==> src/design/cst_defs.svh <==
// Constants for the capacitive sensing tuning control block
`ifndef CST_DEFS_SVH
`define CST_DEFS_SVH

// ****************************************
// Register map and field positions
// ****************************************
`define CTRL_ADDR 8'h80
`define CTRL_RESET 8'h00
`define BIT_RETUNE_DIS 0
`define BIT_PARTIAL 1
`define BIT_WIDE_BAND 2
`define BIT_FORCE 3
`define BIT_RESEED 4
`define BIT_DEBUG_WIN 5
`define BIT_STABLE 6
`define BIT_HALT 7

// ****************************************
// Sizes and counts
// ****************************************
`define CH_N 7
`define CW 16
`define SEED_OFFSET 16'h0008
`define RUNS_FULL 5'h10
`define RUNS_PARTIAL 5'h04

// ****************************************
// Settling times
// ****************************************
`define CLK_MHZ 40
`define SETTLE_SHORT_NS 500
`define SETTLE_LONG_NS 2000
`define SETTLE_SHORT_CYC ((`SETTLE_SHORT_NS * `CLK_MHZ + 999) / 1000)
`define SETTLE_LONG_CYC ((`SETTLE_LONG_NS * `CLK_MHZ + 999) / 1000)

`endif

==> src/design/cst_pkg.sv <==
// Types for the capacitive sensing tuning control block
package cst_pkg;
  typedef enum logic [1:0] {
    ST_IDLE = 2'b00,
    ST_TUNE = 2'b01
  } tune_state_t;
endpackage

==> src/design/cap_sense_tuning_control.sv <==
// Tuning, baseline filter and window control for the capacitive sensing engine
`timescale 1ns/1ps
`include "cst_defs.svh"
module cap_sense_tuning_control
  import cst_pkg::*;
(
  // Clock, reset, enable
  input wire logic sys_clk,
  input wire logic rstn,
  input wire logic ce,
  // Byte access from the serial port engine
  input wire logic [7:0] reg_addr,
  input wire logic reg_wr,
  input wire logic [7:0] reg_wdata,
  input wire logic reg_rd,
  output logic [7:0] reg_rdata,
  input wire logic win_end,
  // Ready line, open drain
  input wire logic rdy_in,
  output logic rdy_out,
  output logic rdy_oe_n,
  output logic comm_window,
  // Sensing engine
  input wire logic [`CH_N*`CW-1:0] counts,
  input wire logic [`CW-1:0] target,
  input wire logic conv_req,
  input wire logic conv_done,
  input wire logic [1:0] host_sens_mult,
  output logic convert_go,
  output logic tune_start,
  output logic tune_busy,
  output logic tune_partial,
  output logic [1:0] tune_sens_mult,
  output logic clear_events,
  output logic [`CH_N*`CW-1:0] long_term_average,
  output logic [`CH_N*`CW-1:0] ref_val
);
  // ****************************************
  // Control byte
  // ****************************************
  logic [7:0] ctrl_q;
  logic [7:0] ctrl_d;
  logic [7:0] rdata_q;
  tune_state_t st_q;
  logic [4:0] runs_q;
  logic start_q, partial_q, clr_q, win_q;
  logic [1:0] mult_q;
  logic [2:0] rdy_sync_q;
  logic rdy_lvl_q, oe_n_q;
  logic [2:0] drv_hist_q;
  logic [`CW-1:0] lta_q [`CH_N];
  logic [`CW-1:0] ref_q [`CH_N];
  logic [`CH_N-1:0] oob;

  wire wr_hit = ce && reg_wr && (reg_addr == `CTRL_ADDR);
  wire halt = ctrl_q[`BIT_HALT];
  wire idle = (st_q == ST_IDLE);
  wire any_oob = |oob;
  wire [`CW-1:0] band = ctrl_q[`BIT_WIDE_BAND] ? (target >> 2) : (target >> 3);

  // Halt keeps requests pending rather than dropping them
  wire force_fire = ce && idle && ctrl_q[`BIT_FORCE] && !halt;
  wire reseed_fire = ce && ctrl_q[`BIT_RESEED] && !halt;
  wire auto_fire = ce && idle && conv_done && !ctrl_q[`BIT_RETUNE_DIS] && any_oob && !halt;
  wire reseed_tune = reseed_fire && idle && any_oob;
  wire start_fire = force_fire || auto_fire || reseed_tune;
  wire [4:0] run_lim = ctrl_q[`BIT_PARTIAL] ? `RUNS_PARTIAL : `RUNS_FULL;
  wire tune_done = ce && !idle && conv_done && (runs_q == run_lim - 5'h01);
  // Own drive of the pin echoes through the stages; only a host pull counts
  wire pin_free = !win_q && !drv_hist_q[1] && !drv_hist_q[2];
  wire rdy_fall = rdy_lvl_q && (rdy_sync_q[2] == rdy_sync_q[1]) && !rdy_sync_q[1] && pin_free;
  wire win_open = rdy_fall || (conv_done && (idle || ctrl_q[`BIT_DEBUG_WIN]));

  // Hardware clear of a self-clearing bit loses to a fresh write
  always_comb
  begin
    ctrl_d = ctrl_q;
    if (force_fire)
      ctrl_d[`BIT_FORCE] = 1'b0;
    if (reseed_fire)
      ctrl_d[`BIT_RESEED] = 1'b0;
    if (wr_hit)
      ctrl_d = reg_wdata | (ctrl_d & 8'h18 & ctrl_q);
  end

  always_ff @(posedge sys_clk or negedge rstn)
  begin
    if (!rstn)
    begin
      ctrl_q <= `CTRL_RESET;
      rdata_q <= 8'h00;
    end
    else if (ce)
    begin
      ctrl_q <= ctrl_d;
      if (reg_rd)
        rdata_q <= (reg_addr == `CTRL_ADDR) ? ctrl_q : 8'h00;
    end
  end

  // ****************************************
  // Tuning sequence
  // ****************************************
  always_ff @(posedge sys_clk or negedge rstn)
  begin
    if (!rstn)
    begin
      st_q <= ST_IDLE;
      runs_q <= 5'h00;
      start_q <= 1'b0;
      partial_q <= 1'b0;
      mult_q <= 2'h0;
      clr_q <= 1'b0;
    end
    else if (ce)
    begin
      start_q <= start_fire;
      clr_q <= reseed_fire;
      case (st_q)
        ST_IDLE:
        begin
          runs_q <= 5'h00;
          if (start_fire)
          begin
            st_q <= ST_TUNE;
            partial_q <= ctrl_q[`BIT_PARTIAL];
            mult_q <= host_sens_mult;
          end
        end
        ST_TUNE:
        begin
          if (tune_done)
            st_q <= ST_IDLE;
          else if (conv_done)
            runs_q <= runs_q + 5'h01;
        end
        default:
          st_q <= ST_IDLE;
      endcase
    end
  end

  // ****************************************
  // Per channel band check and filters
  // ****************************************
  genvar i;
  generate
    for (i = 0; i < `CH_N; i++)
    begin : g_ch
      wire [`CW-1:0] cnt = counts[i*`CW +: `CW];
      wire [`CW-1:0] diff = (cnt > target) ? (cnt - target) : (target - cnt);
      wire [`CW-1:0] seed = (i == 0) ? (cnt - `SEED_OFFSET) : (cnt + `SEED_OFFSET);
      assign oob[i] = diff > band;
      always_ff @(posedge sys_clk or negedge rstn)
      begin
        if (!rstn)
        begin
          lta_q[i] <= 16'h0000;
          ref_q[i] <= 16'h0000;
        end
        else if (ce && !halt)
        begin
          if (reseed_fire)
            lta_q[i] <= seed;
          else if (conv_done && lta_q[i] < cnt)
            lta_q[i] <= lta_q[i] + 16'h0001;
          else if (conv_done && lta_q[i] > cnt)
            lta_q[i] <= lta_q[i] - 16'h0001;
          if (reseed_fire || tune_done)
            ref_q[i] <= cnt;
        end
      end
      assign long_term_average[i*`CW +: `CW] = lta_q[i];
      assign ref_val[i*`CW +: `CW] = ref_q[i];
    end
  endgenerate

  // ****************************************
  // Ready line and windows
  // ****************************************
  // Level changes only once two late stages agree
  always_ff @(posedge sys_clk or negedge rstn)
  begin
    if (!rstn)
    begin
      rdy_sync_q <= 3'b111;
      rdy_lvl_q <= 1'b1;
      win_q <= 1'b0;
      oe_n_q <= 1'b1;
      drv_hist_q <= 3'b000;
    end
    else if (ce)
    begin
      rdy_sync_q <= {rdy_sync_q[1:0], rdy_in};
      drv_hist_q <= {drv_hist_q[1:0], win_q};
      if (rdy_sync_q[2] == rdy_sync_q[1])
        rdy_lvl_q <= rdy_sync_q[1];
      // A fresh window request outranks a session end in the same cycle
      if (win_open)
      begin
        win_q <= 1'b1;
        oe_n_q <= 1'b0;
      end
      else if (win_end)
      begin
        win_q <= 1'b0;
        oe_n_q <= 1'b1;
      end
    end
  end

  settle_timer u_settle (
    .sys_clk(sys_clk),
    .rstn(rstn),
    .ce(ce),
    .start(conv_req),
    .long_sel(ctrl_q[`BIT_STABLE]),
    .done(convert_go)
  );

  assign reg_rdata = rdata_q;
  assign rdy_out = 1'b0;
  assign rdy_oe_n = oe_n_q;
  assign comm_window = win_q;
  assign tune_start = start_q;
  // Busy is the low state bit, so the output leaves a flop directly
  assign tune_busy = st_q[0];
  assign tune_partial = partial_q;
  assign tune_sens_mult = mult_q;
  assign clear_events = clr_q;
endmodule

==> src/design/settle_timer.sv <==
// Analogue settling delay ahead of each conversion
`timescale 1ns/1ps
`include "cst_defs.svh"
module settle_timer
  import cst_pkg::*;
(
  // Clock and reset
  input wire logic sys_clk,
  input wire logic rstn,
  input wire logic ce,
  // Control
  input wire logic start,
  input wire logic long_sel,
  output logic done
);
  localparam logic [7:0] SHORT_CYC = 8'(`SETTLE_SHORT_CYC);
  localparam logic [7:0] LONG_CYC = 8'(`SETTLE_LONG_CYC);

  logic [7:0] cnt_q;
  logic busy_q;
  logic done_q;
  wire last = busy_q && (cnt_q == 8'h01);

  // Longer wait costs current but steadies the regulator
  always_ff @(posedge sys_clk or negedge rstn)
  begin
    if (!rstn)
    begin
      cnt_q <= 8'h00;
      busy_q <= 1'b0;
      done_q <= 1'b0;
    end
    else if (ce)
    begin
      done_q <= last;
      if (start && !busy_q)
      begin
        cnt_q <= long_sel ? LONG_CYC : SHORT_CYC;
        busy_q <= 1'b1;
      end
      else if (busy_q)
      begin
        cnt_q <= cnt_q - 8'h01;
        busy_q <= !last;
      end
    end
  end

  assign done = done_q;
endmodule

==> config.mk <==
export PLATFORM = sky130hd
export DESIGN_NAME = cap_sense_tuning_control
export DESIGN_NICKNAME = d
export VERILOG_FILES = /design/src/design/cst_pkg.sv /design/src/design/cap_sense_tuning_control.sv /design/src/design/settle_timer.sv
export VERILOG_INCLUDE_DIRS = /design/src /design/src/design
export SDC_FILE = /design/constraint.sdc
export NUM_CORES = 2
export LEC_CHECK = 0
export BUFFER_PORTS_ARGS = -buffer_cell sky130_fd_sc_hd__buf_2
export CORE_UTILIZATION = 25
export CTS_CLUSTER_DIAMETER = 100
export DETAILED_ROUTE_END_ITERATION = 12
export GPL_ROUTABILITY_DRIVEN = 0
export PLACE_DENSITY = 0.39
export SLEW_MARGIN = 0
export SYNTH_ARGS = -nofsm -noshare
export SYNTH_HDL_FRONTEND = slang
export SYNTH_SLANG_ARGS = --single-unit
==> constraint.sdc <==
create_clock -name sys_clk -period 5.89 [get_ports sys_clk]
set_input_delay 0 -clock sys_clk [delete_from_list [all_inputs] [get_ports sys_clk]]
set_output_delay 0 -clock sys_clk [all_outputs]
set_load 0.005 [all_outputs]
==> impl_metrics.py <==
metrics = {
    "worst_setup_path": {
        "crit_type": "in -> reg",
        "ff2ff_path_depth": 21,
        "worstPathArrival_ns": 6.10,
        "worstSetupStartpointType": "input port",
        "reg2reg_to": "long_term_average[79]$_DFFE_PN0P_",
        "crit_required_ns": 6.40,
        "rrSetupSlack_ns": 0.47,
        "path_max_fanout": 5,
        "critPathCaptureType": "register",
        "reg2reg_from": "long_term_average[73]$_DFFE_PN0P_",
    },
    "clock_tree": {
        "cts_buffers": 45,
        "h-tree-depth": 2,
        "clock-root-buffer": "clkbuf_16",
        "cts_buffer_depth": 3,
        "clk_pin_slew_ns": 0.06,
        "clkLatencyLatePin_ns": 0.65,
        "clock-sinks": 270,
        "cts_tree": "built",
    },
    "final_layout": {
        "layout.cells.non_filler": 6554,
        "register_area_mm2": 0.00676,
        "syn_to_final_growth_pct": 28.5,
        "drive_gt1_share_pct": 18.5,
        "fillers": 13800,
        "multi_input_area_mm2": 0.0243,
        "nets": 5495,
        "design_area_mm2": 0.0416,
    },
    "yosys": {
        "synth_top_flop_cell": "dfrtp_1",
        "synth_cell_types": 97,
        "yosysWarningCount": 0,
        "synth-edff-count": 0,
        "synth_seq_area_share_pct": 20.9,
        "synth_fp_nets": 4779,
        "async_reset_ff_share_pct": 100,
        "syn_area_per_cell_um2": 7.96,
        "synthCells": 4068,
        "syn-cell-area_mm2": 0.0324,
        "ys_ff_latch": 270,
    },
    "grt": {
        "overflow": 0,
        "grt_max_degree": 127,
        "grt_pass1_wl_um": 214000,
        "grt.met1_usage_pct": 30.1,
        "use_met2_pct": 35.2,
        "grt_use_total_pct": 21.8,
        "met3_usage_pct": 3.35,
        "grt-busiest-layer": "met2",
        "antenna_found_initial": 10,
        "grt_pass1_vias": 32100,
    },
    "routing": {
        "routed_via_density": 5.03,
        "drc": 0,
        "wire_per_inst_um": 22.4,
        "vias": 33000,
        "first_pass_iters": 5,
        "ant_nets": 0,
        "detail_route.iter0.violations": 2568,
        "totalWireLength_um": 147000,
    },
    "die": {
        "fp.dieW_um": 362,
        "start_util_pct": 25.3,
        "pin_count": 397,
        "dieArea_mm2": 0.131,
        "die_y_um": 362,
        "coreArea_mm2": 0.128,
        "rows": 131,
    },
    "sta": {
        "final-hold-violation-count": 0,
        "post-route-period-util_pct": 94.9,
        "tightest_slew_ns": 1.15,
        "slew_violations": 0,
        "period_minus_slack_ns": 5.59,
        "slew_headroom_pct": 22.5,
        "clock.fmax_ghz": 0.179,
        "setup_slack_ns": 0.302,
        "finClkSkew_ns": 0.0379,
        "setup_viol": 0,
        "tns_ns": 0,
    },
    "place": {
        "port_buffers": 395,
        "dpl_worst_slack_ns": -0.222,
        "dp_cells": 6315,
        "dpl.hpwl_um": 117000,
        "dpl-instance-area_mm2": 0.0383,
    },
    "worst_hold_path": {
        "hold_class": "in -> reg",
        "hold_path_end": "ctrl_q[6]$_DFFE_PN0P_",
        "holdCritStartpoint": "reg_wr",
        "hold_depth": 3,
    },
    "power_and_ir_drop": {
        "power.total_uw": 15400,
        "cellPowerDensity_mw_per_mm2": 371,
        "peakVddDrop_uv": 205,
        "p_leak_uw": 0.0199,
    },
    "outcome": {
        "outcome": "completed",
    },
    "run": {
        "drv_cap": 0,
    },
}
## synthesized netlist by cell type, types with 11 or more instances
cell type,number,area (um^2)
a21oi_1,369,1850
nor2_1,255,957
o21bai_1,23,173
a2111oi_0,11,96.3
o31ai_1,20,150
fa_1,21,420
a21o_1,147,1100
inv_1,218,818
nand4_1,66,413
or3_1,32,200
a211oi_1,50,375
a22oi_1,11,82.6
xnor2_1,192,1680
nor3_1,71,355
dfrtp_1,265,6630
nor4_1,24,150
nand2b_1,34,213
and3_1,32,200
o211ai_1,33,248
buf_2,37,185
nand2_1,432,1620
a31oi_1,20,125
xor2_1,60,526
mux2i_1,65,651
nor2b_1,52,325
or2_2,14,87.6
ha_1,535,6690
o21a_1,56,420
nand3_1,107,536
o21ai_0,415,2080
o221ai_1,17,149
a221oi_1,13,114
clkbuf_1,120,450
and2_1,22,138
mux2_2,33,372
## report_power, final
part	internal (uW)	switching, uW	leakage (uW)
registers	2330	641	0.00348
logic	4350	5120	0.0156
clock network	1840	1140	0.000798
total	8520	6910	0.0199
## worst max path at each step
stage	startpoint	endpoint	slack (ns)	cells after the start
finish	counts[48]	tune_start$_DFFE_PN0P_	0.30	26
global route	counts[0]	tune_start$_DFFE_PN0P_	-0.03	27
CTS	counts[48]	tune_start$_DFFE_PN0P_	0.01	26
global placement	target[11]	tune_start$_DFFE_PN0P_	0.03	27
floorplan	target[1]	tune_start$_DFFE_PN0P_	0.85	23
detailed placement	target[11]	tune_start$_DFFE_PN0P_	-0.22	27
## through the flow
step	hold WS, ns	utilization, %
after floorplan	-0.296	-
after global placement	0.0939	30.0
after detailed placement	0.0841	30.0
after CTS	0.0261	32.4
after global routing	0.0691	32.5
final	0.0701	32.5
## repair_timing
| item | in CTS | in global routing |
|---|---|---|
| endpoints found under the hold margin | 333 | 0 |
| hold buffers | 149 | 0 |
| setup buffers | 0 | 2 |
| endpoints found under the setup margin | 0 | 6 |
| resized for setup | 0 | 29 |
## metal layers
metal  vias to the layer above  share of wire [%]
met1                     15700                 47
li1                      16200                  -
met4                         6                2.4
met3                       157                5.5
met2                       936                 45
met5                         -              0.025
## placed cells by master, fill, tap and decap left out, types with 107 or more instances in the layout
cell type / n
a21o_1: 147
a21oi_1: 366
buf_2: 394
buf_4: 279
dfrtp_1: 264
dlygate4sd3_1: 149
ha_1: 533
inv_1: 217
nand2_1: 431
nand3_1: 107
nor2_1: 253
o21ai_0: 406
xnor2_1: 192
## flip-flops by register name, indices dropped and copies added (netlist names), 2 cells and up
name,count
ref_val,112
reg_rdata,8
ctrl_q,8
tune_sens_mult,2
drv_hist_q,3
rdy_sync_q,3
runs_q,5
u_settle.cnt_q,8
long_term_average,112
## area by class of cell
cell class | count | share of cell area, %
well taps | 1729 | 5.20
repair buffers | 841 | 14.3
diodes | 5 | 0.0301
flip-flops and latches | 270 | 16.3
clock buffers | 58 | 3.04
clock inverters | 25 | 0.923
inverters | 218 | 1.97
multi-input cells | 3408 | 58.3
## cells by family after synthesis
| family | after synthesis | share of synthesized area (%) |
|---|---|---|
| and+or+nand+nor | 1193 | 17.4 |
| buffers and inverters | 390 | 4.80 |
| AOI/OAI and AO/OA | 1308 | 25.0 |
| adders and majority gates | 556 | 22.0 |
| xor gates and xnor gates | 252 | 6.82 |
| DFF | 270 | 20.9 |
| other | 1 | 0.0116 |
| muxes | 98 | 3.16 |
## critical path, stage by stage
cell,delay (ns)
dlygate4sd3_1,0.53
buf_2,0.14
inv_1,0.10
ha_1,0.17
inv_1,0.06
fa_1,0.38
a21o_1,0.22
a221oi_4,0.30
o21ai_2,0.13
o221ai_2,0.20
nor2_2,0.12
mux2_2,0.29
a221oi_1,0.27
a21bo_2,0.29
xor2_1,0.15
ha_1,0.29
nand4_1,0.14
or2_2,0.34
o32a_1,0.43
a2111oi_4,0.39
buf_4,0.19
nor4b_2,0.19
buf_4,0.17
and4b_2,0.29
a21boi_2,0.07
a221o_1,0.26
(Power assumes the default switching activity.)
